<file path="src/logic/acs_params.svh">
// Constants for the alarm and configuration register block.
// Assumes inclusion by bare name from logic/ files.
`ifndef ACS_PARAMS_SVH
`define ACS_PARAMS_SVH

// ****************************************
// Register addresses
// ****************************************
`define ACS_ADDR_CFG1 7'h4D
`define ACS_ADDR_STATUS 7'h40

// ****************************************
// Field layout and reset values
// ****************************************
`define ACS_CFG1_RESET 16'h0070
`define ACS_CFG1_MASK 16'h03F8
`define ACS_RATE_HI 9
`define ACS_RATE_LO 8
`define ACS_CHF_HI 7
`define ACS_CHF_LO 5
`define ACS_TPF_HI 4
`define ACS_TPF_LO 3
`define ACS_GLOBAL_ALARM_FLAG_BIT 6
`define ACS_STATUS_IND_MASK 16'hFF80

// ****************************************
// Filter and rate figures
// ****************************************
`define ACS_NUM_CH 4
`define ACS_CNT_W 9
`define ACS_RATE_W 3
`define ACS_CH_CODE_FOUR 3'h1
`define ACS_CH_CODE_MAX 3'h7
`define ACS_RATE_MAX 3'h3
`define ACS_STATUS_RSVD_MASK 16'h003F

// ****************************************
// Consecutive samples needed per filter code
// ****************************************
`define ACS_CH_NEED_C0 9'h001
`define ACS_CH_NEED_C1 9'h004
`define ACS_CH_NEED_C2 9'h008
`define ACS_CH_NEED_C3 9'h010
`define ACS_CH_NEED_C4 9'h020
`define ACS_CH_NEED_C5 9'h040
`define ACS_CH_NEED_C6 9'h080
`define ACS_CH_NEED_C7 9'h100
`define ACS_TP_NEED_C0 9'h001
`define ACS_TP_NEED_C1 9'h002
`define ACS_TP_NEED_C2 9'h004
`define ACS_TP_NEED_C3 9'h008

`endif

</file>
<file path="src/logic/acs_pkg.sv">
// Types for the alarm and configuration register block.
// Assumes acs_params.svh alongside.
package acs_pkg;
  typedef enum logic [1:0] {ACS_RATE_FULL, ACS_RATE_HALF, ACS_RATE_QUARTER, ACS_RATE_EIGHTH}
    acs_rate_type;
  typedef enum logic [0:0] {ACS_RUN_IDLE, ACS_RUN_HIT} acs_run_type;
endpackage

</file>
<file path="src/logic/acs_filter_if.sv">
// Carrier between the register top and a filter counter.
// Assumes the top drives configuration, filter drives alarm.
`timescale 1ns/1ps
`include "acs_params.svh"
interface acs_filter_if;
  logic sample_valid;
  logic out_of_range;
  logic [`ACS_CNT_W-1:0] need;
  logic alarm;
  modport ctrl (output sample_valid, output out_of_range, output need, input alarm);
  modport filt (input sample_valid, input out_of_range, input need, output alarm);
endinterface

</file>
<file path="src/logic/acs_filter.sv">
// Consecutive out-of-range sample filter for one channel.
// Assumes samples arrive on sys_clk as one-cycle strobes.
`timescale 1ns/1ps
`include "acs_params.svh"
module acs_filter
  import acs_pkg::*;
(
  input wire logic sys_clk,
  input wire logic rst_n,
  acs_filter_if.filt fi
);
  logic [`ACS_CNT_W-1:0] run;
  acs_run_type state;
  wire [`ACS_CNT_W-1:0] next_run = run + `ACS_CNT_W'(1);
  wire hit = fi.sample_valid && fi.out_of_range && (next_run >= fi.need);

  // ****************************************
  // Run counter, cleared by an in-range sample
  // ****************************************
  always_ff @(posedge sys_clk) begin
    if (!rst_n) begin
      run <= '0;
      state <= ACS_RUN_IDLE;
    end else if (fi.sample_valid) begin
      if (!fi.out_of_range) begin
        run <= '0;
        state <= ACS_RUN_IDLE;
      end else if (hit) begin
        state <= ACS_RUN_HIT;
      end else begin
        run <= next_run;
      end
    end
  end

  // Alarm pulse on the sample that completes the run
  assign fi.alarm = hit && (state == ACS_RUN_IDLE);

  AST_RESTART: assert property (@(posedge sys_clk) disable iff (!rst_n)
    fi.sample_valid && !fi.out_of_range |=> run == '0)
    else $error("run counter not restarted");
endmodule

</file>
<file path="src/logic/acs_regs.sv">
// Status and configuration register 1 with alarm filters.
// Assumes a serial host front end giving address, write and read strobes.
//
// Overview of operation
// - Status bit 6 is the OR of individual alarm bits 15:7 and the sticky global alarm flag.
// - Global alarm sets on any alarm and holds until status read.
// - Reading the status register clears the global alarm bit unless an alarm is present in that cycle.
// - Reserved bits ignore writes and read as zero.
// - Configuration register 1 is read/write at 4Dh, reset 0070h.
// - Bits 9:8 hold the conversion rate select, reset zero.
// - Rate codes give full, half, quarter, eighth of 500 kSPS.
// - Bits 7:5 hold input filter count, reset 011.
// - Bits 4:3 hold temperature filter count, reset 10.
// - Input codes need 1,4,8,16,32,64,128,256 consecutive bad samples.
// - Temperature codes need 1,2,4,8 consecutive bad samples.
`timescale 1ns/1ps
`include "acs_params.svh"
module acs_regs
  import acs_pkg::*;
(
  input wire logic sys_clk,
  input wire logic rst_n,
  input wire logic [6:0] reg_addr,
  input wire logic reg_wr,
  input wire logic reg_rd,
  input wire logic [15:0] reg_wdata,
  output logic [15:0] reg_rdata,
  input wire logic [15:0] alarm_bits,
  input wire logic [`ACS_NUM_CH-1:0] ch_sample_valid,
  input wire logic [`ACS_NUM_CH-1:0] ch_out_of_range,
  input wire logic temp_sample_valid,
  input wire logic temp_out_of_range,
  output logic [`ACS_NUM_CH-1:0] ch_alarm,
  output logic temp_alarm,
  output logic [`ACS_RATE_W-1:0] rate_shift,
  output logic [1:0] conversion_rate_select,
  output logic [2:0] input_alarm_filter_count,
  output logic [1:0] temp_alarm_filter_count
);
  logic [15:0] cfg1;
  logic global_alarm_flag;

  // ****************************************
  // Address decode
  // ****************************************
  wire hit_cfg = reg_addr == `ACS_ADDR_CFG1;
  wire hit_sts = reg_addr == `ACS_ADDR_STATUS;
  wire wr_cfg = reg_wr && hit_cfg;
  wire rd_sts = reg_rd && hit_sts;
  wire any_alarm = |(alarm_bits & `ACS_STATUS_IND_MASK);

  // Field views of configuration register 1
  assign conversion_rate_select = cfg1[`ACS_RATE_HI:`ACS_RATE_LO];
  assign input_alarm_filter_count = cfg1[`ACS_CHF_HI:`ACS_CHF_LO];
  assign temp_alarm_filter_count = cfg1[`ACS_TPF_HI:`ACS_TPF_LO];

  // Rate divider as a power-of-two shift: 1, 2, 4, 8
  assign rate_shift = {1'b0, conversion_rate_select};

  // Required run lengths from the filter codes
  // Shift amount widened so code 111 gives 256, not a wrap to 1
  wire [`ACS_CNT_W-1:0] ch_need = (input_alarm_filter_count == 3'h0) ? `ACS_CNT_W'(1) :
    (`ACS_CNT_W'(1) << ({1'b0, input_alarm_filter_count} + 4'h1));
  wire [`ACS_CNT_W-1:0] tp_need = `ACS_CNT_W'(1) << temp_alarm_filter_count;

  // ****************************************
  // Configuration register 1
  // ****************************************
  always_ff @(posedge sys_clk) begin
    if (!rst_n) begin
      cfg1 <= `ACS_CFG1_RESET;
    end else if (wr_cfg) begin
      cfg1 <= reg_wdata & `ACS_CFG1_MASK;
    end
  end

  // ****************************************
  // Global alarm flag, set wins over read clear
  // ****************************************
  wire next_flag = any_alarm ? 1'b1 : (rd_sts ? 1'b0 : global_alarm_flag);
  always_ff @(posedge sys_clk) begin
    if (!rst_n) begin
      global_alarm_flag <= 1'b0;
    end else begin
      global_alarm_flag <= next_flag;
    end
  end

  // ****************************************
  // Read data, registered
  // ****************************************
  wire [15:0] sts_word = (alarm_bits & `ACS_STATUS_IND_MASK)
    | (16'(global_alarm_flag | any_alarm) << `ACS_GLOBAL_ALARM_FLAG_BIT);
  wire [15:0] rd_word = hit_cfg ? cfg1 : (hit_sts ? sts_word : 16'h0000);
  always_ff @(posedge sys_clk) begin
    if (!rst_n) begin
      reg_rdata <= 16'h0000;
    end else if (reg_rd) begin
      reg_rdata <= rd_word;
    end
  end

  // ****************************************
  // Filter counters per channel and temperature
  // ****************************************
  acs_filter_if fif[`ACS_NUM_CH+1] ();
  genvar g;
  generate
    for (g = 0; g <= `ACS_NUM_CH; g++) begin : g_flt
      if (g < `ACS_NUM_CH) begin : g_ch
        assign fif[g].sample_valid = ch_sample_valid[g];
        assign fif[g].out_of_range = ch_out_of_range[g];
        assign fif[g].need = ch_need;
        assign ch_alarm[g] = fif[g].alarm;
      end else begin : g_tp
        assign fif[g].sample_valid = temp_sample_valid;
        assign fif[g].out_of_range = temp_out_of_range;
        assign fif[g].need = tp_need;
        assign temp_alarm = fif[g].alarm;
      end
      acs_filter u_flt (.sys_clk(sys_clk), .rst_n(rst_n), .fi(fif[g]));
    end
  endgenerate

  // ****************************************
  // Register checks
  // ****************************************
  // Reserved bits, config storage and read-back
  AST_RSVD: assert property (@(posedge sys_clk) disable iff (!rst_n)
    (cfg1 & ~`ACS_CFG1_MASK) == 16'h0000)
    else $error("reserved config bit set");
  AST_STS_RSVD: assert property (@(posedge sys_clk) disable iff (!rst_n)
    reg_rd && hit_sts |=> (reg_rdata & `ACS_STATUS_RSVD_MASK) == 16'h0000)
    else $error("reserved status bit nonzero");
  AST_CFG_WR: assert property (@(posedge sys_clk) disable iff (!rst_n)
    wr_cfg |=> cfg1 == ($past(reg_wdata) & `ACS_CFG1_MASK))
    else $error("config write not stored");
  AST_CFG_KEEP: assert property (@(posedge sys_clk) disable iff (!rst_n)
    !wr_cfg |=> $stable(cfg1))
    else $error("config changed without a write");
  AST_CFG_RD: assert property (@(posedge sys_clk) disable iff (!rst_n)
    reg_rd && hit_cfg |=> reg_rdata == $past(cfg1))
    else $error("config read data wrong");
  AST_RESET_VAL: assert property (@(posedge sys_clk)
    !rst_n |=> cfg1 == `ACS_CFG1_RESET)
    else $error("config reset value wrong");
  AST_RATE: assert property (@(posedge sys_clk) disable iff (!rst_n)
    rate_shift[1:0] == cfg1[`ACS_RATE_HI:`ACS_RATE_LO])
    else $error("rate select not applied");
  AST_RATE_RANGE: assert property (@(posedge sys_clk) disable iff (!rst_n)
    rate_shift <= `ACS_RATE_MAX)
    else $error("rate divider beyond one eighth");

  // ****************************************
  // Global alarm flag checks
  // ****************************************
  // Sticky flag, cleared by a read unless an alarm is present
  AST_GLOBAL_ALARM_FLAG_OR: assert property (@(posedge sys_clk) disable iff (!rst_n)
    reg_rd && hit_sts && any_alarm |=> reg_rdata[`ACS_GLOBAL_ALARM_FLAG_BIT])
    else $error("global bit missing with alarm bit set");
  AST_GLOBAL_ALARM_FLAG_HOLD: assert property (@(posedge sys_clk) disable iff (!rst_n)
    any_alarm |=> global_alarm_flag)
    else $error("global flag not set by alarm");
  AST_GLOBAL_ALARM_FLAG_STICK: assert property (@(posedge sys_clk) disable iff (!rst_n)
    global_alarm_flag && !rd_sts |=> global_alarm_flag)
    else $error("global flag dropped without read");
  AST_GLOBAL_ALARM_FLAG_SET_RD: assert property (@(posedge sys_clk) disable iff (!rst_n)
    rd_sts && any_alarm |=> global_alarm_flag)
    else $error("read cleared flag while alarm present");
  AST_GLOBAL_ALARM_FLAG_CLR: assert property (@(posedge sys_clk) disable iff (!rst_n)
    rd_sts && !any_alarm |=> !global_alarm_flag)
    else $error("status read did not clear flag");

  // ****************************************
  // Filter length checks
  // ****************************************
  // One property per filter code, lengths from the code tables
  AST_CH_C0: assert property (@(posedge sys_clk) disable iff (!rst_n)
    input_alarm_filter_count == 3'h0 |-> ch_need == `ACS_CH_NEED_C0)
    else $error("input filter length wrong for code 0");
  AST_CH_FOUR: assert property (@(posedge sys_clk) disable iff (!rst_n)
    input_alarm_filter_count == `ACS_CH_CODE_FOUR |-> ch_need == `ACS_CH_NEED_C1)
    else $error("input filter length wrong");
  AST_CH_C2: assert property (@(posedge sys_clk) disable iff (!rst_n)
    input_alarm_filter_count == 3'h2 |-> ch_need == `ACS_CH_NEED_C2)
    else $error("input filter length wrong for code 2");
  AST_CH_C3: assert property (@(posedge sys_clk) disable iff (!rst_n)
    input_alarm_filter_count == 3'h3 |-> ch_need == `ACS_CH_NEED_C3)
    else $error("input filter length wrong for code 3");
  AST_CH_C4: assert property (@(posedge sys_clk) disable iff (!rst_n)
    input_alarm_filter_count == 3'h4 |-> ch_need == `ACS_CH_NEED_C4)
    else $error("input filter length wrong for code 4");
  AST_CH_C5: assert property (@(posedge sys_clk) disable iff (!rst_n)
    input_alarm_filter_count == 3'h5 |-> ch_need == `ACS_CH_NEED_C5)
    else $error("input filter length wrong for code 5");
  AST_CH_C6: assert property (@(posedge sys_clk) disable iff (!rst_n)
    input_alarm_filter_count == 3'h6 |-> ch_need == `ACS_CH_NEED_C6)
    else $error("input filter length wrong for code 6");
  AST_CH_C7: assert property (@(posedge sys_clk) disable iff (!rst_n)
    input_alarm_filter_count == `ACS_CH_CODE_MAX |-> ch_need == `ACS_CH_NEED_C7)
    else $error("input filter length wrong for code 7");
  AST_TP_C0: assert property (@(posedge sys_clk) disable iff (!rst_n)
    temp_alarm_filter_count == 2'h0 |-> tp_need == `ACS_TP_NEED_C0)
    else $error("temperature filter length wrong for code 0");
  AST_TP_C1: assert property (@(posedge sys_clk) disable iff (!rst_n)
    temp_alarm_filter_count == 2'h1 |-> tp_need == `ACS_TP_NEED_C1)
    else $error("temperature filter length wrong for code 1");
  AST_TP_LEN: assert property (@(posedge sys_clk) disable iff (!rst_n)
    temp_alarm_filter_count == 2'h2 |-> tp_need == `ACS_TP_NEED_C2)
    else $error("temperature filter length wrong");
  AST_TP_C3: assert property (@(posedge sys_clk) disable iff (!rst_n)
    temp_alarm_filter_count == 2'h3 |-> tp_need == `ACS_TP_NEED_C3)
    else $error("temperature filter length wrong for code 3");

  // ****************************************
  // Coverage of the main scenarios
  // ****************************************
  COV_STATUS_CLR: cover property (@(posedge sys_clk) disable iff (!rst_n)
    global_alarm_flag ##1 rd_sts ##1 !global_alarm_flag);
  COV_CFG_WR: cover property (@(posedge sys_clk) disable iff (!rst_n) wr_cfg);
  COV_CH_ALARM: cover property (@(posedge sys_clk) disable iff (!rst_n) |ch_alarm);
  COV_TEMP_ALARM: cover property (@(posedge sys_clk) disable iff (!rst_n) temp_alarm);
  COV_LONG_RUN: cover property (@(posedge sys_clk) disable iff (!rst_n)
    ch_alarm[0] && input_alarm_filter_count == `ACS_CH_CODE_MAX);
endmodule

</file>
<file path="config.mk">
export PLATFORM = sky130hd
export DESIGN_NAME = acs_regs
export DESIGN_NICKNAME = d
export VERILOG_FILES = /design/src/logic/acs_pkg.sv /design/src/logic/acs_filter_if.sv /design/src/logic/acs_filter.sv /design/src/logic/acs_regs.sv
export VERILOG_INCLUDE_DIRS = /design/src /design/src/logic
export SDC_FILE = /design/constraint.sdc
export NUM_CORES = 1
export LEC_CHECK = 0
export BUFFER_PORTS_ARGS = -buffer_cell sky130_fd_sc_hd__buf_2
export CAP_MARGIN = 20
export CORE_MARGIN = 4
export CORE_UTILIZATION = 55
export DETAILED_ROUTE_END_ITERATION = 10
export PLACE_DENSITY = 0.9
export RECOVER_POWER = 50
export SETUP_SLACK_MARGIN = 0.3
export SYNTH_ARGS = -nofsm -noshare
export SYNTH_HDL_FRONTEND = slang
export SYNTH_SLANG_ARGS = --single-unit
</file>
<file path="constraint.sdc">
create_clock -name sys_clk -period 6.5 [get_ports sys_clk]
set_input_delay 1.625 -clock sys_clk [delete_from_list [all_inputs] [get_ports sys_clk]]
set_output_delay 1.625 -clock sys_clk [all_outputs]
set_load 0.02 [all_outputs]
</file>
==> results.toml <==
[status]
status = "finished with violations"
violations = "capacitance limit, slew limit"

[timing]
rsz0062_at_grt = "no"
final.min_clock_period_ps = 5100
fin_tns_setup_ps = 0
relSlewSlack = -0.325
setup_viol = 0
worst_pin_slew_ps = 1990
timing.final.ws_setup_ps = 1400
finalCritPeriodShare = 0.785
hold_viol_final = 0
maxSlewViolCount = 96
max_freq_mhz = 196
clock_skew_ps = 8.48

[clocking]
postCtsHoldBufs = 0
cts_buffers = 9
cts.repair.resized = 0
postCtsSetupRepairBufs = 0
cts_max_path_buffers = 2
htreeDepth = 3
clkSlewWorstSetupHoldPaths_ps = 80
tritoncts = "built"
insertion_delay_ps = 360
cts_root_buffer = "clkbuf_8"
clock_sinks = 71

[logic_synthesis]
synthMuxAreaShare = 0.0243
syn_avg_cell_area_um2 = 8.38
synth-compound-area-share = 0.193
synthDistinctLibCells = 57
synth_edf_count = 0
synth-xor-area-share = 0.0600
synth-seq-area-share = 0.314
synth_top_area_share = 0.314
ys_seq_elements = 71
ys_warn_count = 0
synth_largest_area_cell = "dfxtp_1"
synthFlopType = "dfxtp_1"
synth_top_family_by_area = "simple AND/OR/NAND/NOR gates"
synth_fa_ha_area_frac = 0.113
synth_area_leaders = "dfxtp_1, ha_1, nor2_1"
async_flop_share = 0
synth_simple_gate_area_frac = 0.248
netlist_area_um2 = 4520
postSynthCellCount = 540

[setup_path]
crit_type = "input port to flip-flop"
path_max_fanout = 48
arrival_ps = 5390
crit_required_ps = 6780
end_kind = "flip-flop"
max_stage_delay_ps = 1390
slowest_stage = "clkbuf_1"
cp-start-kind = "input port"
crit_chain = "clkbuf_1 -> inv_1 -> or4_1 -> o211ai_1"
worst-r2r-setup-slack_ps = 3220

[pwr]
leakage_nw = 2.18
power.total_w = 0.000836
p_per_area_nw_per_um2 = 168
ir_drop_v = 0.000132

[finish]
fin_cells = 694
seq_area_um2 = 1420
nNetsFinal = 681
syn2layout_area_growth_pct = 10.2
multi_input_area_um2 = 2900
antenna_cells = 0
drive_above_1_share = 0.110
fillers = 658

[grt]
grt_use_met2 = 0.393
grt_pass1_wl_mm = 19.1
grt_pass1_vias = 4194
track_usage = 0.231
busiest_layer = "met2"
groute.layer.met1.usage = 0.282
grt_max_degree = 49
overflow = 0
grtUsageMet3 = 0.0580
antenna_found_initial = 0

[route]
initialDrtViolationCount = 299
wl_mm = 11.2
avgViaCountPerCell = 6.28
drt-wirelength-per-cell_um = 16.2
drc = 0
drt.antenna.violating_nets = 0
vias = 4359
first_pass_iters = 5

[die]
row_count = 32
ios = 84
core_area_um2 = 7850
initial_core_util = 0.576
die_w_um = 98.7
die_y_um = 98.7
dieArea_um2 = 9740

[job]
max_cap_viol_count = 2

[placement]
place_congestion = 0.824
post-place-ws_ps = 1890
dp.cells = 678
port_buffers = 63
hpwl_mm = 8.08

[worst_hold_path]
hp-class = "flip-flop to flip-flop"
## critical path, delay by kind of cell
kind	cells	cell delay (ps)
buffers and inverters	2	2750
AOI/OAI and AO/OA	1	160
and+or+nand+nor	1	810
## state kept, by name (all words and copies together) (netlist names)
| name | cells |
|---|---|
| reg_rdata | 13 |
| g_flt.u_flt.state | 5 |
| g_flt.u_flt.run | 45 |
| cfg1 | 7 |
| global_alarm_flag | 1 |
## path summary, 6_finish.rpt
path / start / to / depth (start not counted)
hold reg to reg: g_flt[2].u_flt.run[8] / g_flt[2].u_flt.run[8] / 2
setup reg to reg: g_flt[1].u_flt.run[0] / g_flt[1].u_flt.run[0] / 12
hold / removal: g_flt[2].u_flt.run[8] / g_flt[2].u_flt.run[8] / 2
setup / recovery: rst_n / g_flt[0].u_flt.run[2] / 4
## layout by cell type, fill, tap and decap left out, types with 3 or more instances in the layout
master      instances
inv_1              15
a222oi_1            3
nor4_1              7
buf_2              40
o21ai_1             4
nor2b_1             5
a31oi_1            13
ha_1               41
nand3_1            26
or3_1               4
and3_1             21
nand2b_1            5
nand4_1             9
a211oi_1            3
o31ai_1             4
nand3b_1            5
xor2_1             17
clkbuf_1           23
o211ai_1            6
o21ai_0            17
nor4b_1             5
o22ai_1             3
a311oi_1            4
mux2i_1            11
a211o_1             4
nor3_1              8
a22oi_1            16
clkbuf_8           10
or4_1               8
clkinvlp_4          3
a21oi_1            28
nor2_1             49
xnor2_1            14
dfxtp_1            71
o21a_1              7
a32oi_1             4
nand2_1            45
conb_1              4
## cell usage after synthesis, drive strengths merged, types with 2 or more instances
cell type	number
dfxtp	71
nor2	49
nand2	45
ha	41
a21oi	29
nand3	27
and3	21
o21ai	21
clkbuf	20
xor2	17
a22oi	16
inv	15
xnor2	14
a31oi	13
buf	11
mux2i	11
nand4	9
nor3	8
or4	8
nor4	7
o21a	7
nor4b	6
o211ai	6
nand2b	5
nand3b	5
nor2b	5
a211o	4
a311oi	4
a32oi	4
o31ai	4
or3	4
or3b	4
a211oi	3
a222oi	3
o211a	3
o22ai	3
a2111o	2
and4	2
nor3b	2
or2	2
## cells by family after synthesis
family | Yosys count
and+or+nand+nor | 212
adders and majority gates | 41
DFF | 71
other | 1
xor gates and xnor gates | 31
buffers and inverters | 46
AOI/OAI and AO/OA | 127
muxes | 11
## power by group
| group | internal, W | leakage, nW | total [W] | switching [W] |
|---|---|---|---|---|
| registers | 0.000438 | 0.573 | 0.000443 | 0.00000457 |
| clock network | 0.000150 | 0.0849 | 0.000331 | 0.000181 |
| logic | 0.0000205 | 1.52 | 0.0000626 | 0.0000420 |
## through the flow
step	hold WS (ps)	area, um^2	utilization
2_1_floorplan	438	4530	-
3_3_place_gp	449	4830	0.615
3_5_place_dp	478	4830	0.615
4_1_cts	496	5010	0.639
5_1_grt	521	4980	0.635
6_report	498	4980	0.635
## cell type report
cell class / instances / share of cell area
inverters: 15 / 0.0113
well taps: 102 / 0.0256
flip-flops and latches: 71 / 0.285
multi-input cells: 426 / 0.582
repair buffers: 64 / 0.0590
clock buffers: 10 / 0.0276
clock inverters: 6 / 0.00904
## routing by layer
layer  wire length [um]  vias to the layer above  share of wire
li1                   -                     2106              -
met1               4750                     2074           0.42
met2               5660                      155           0.51
met3                565                       24          0.050
met4                233                        0          0.021
met5                  0                        -              0
No activity file was read; power rests on OpenSTA's default activity.
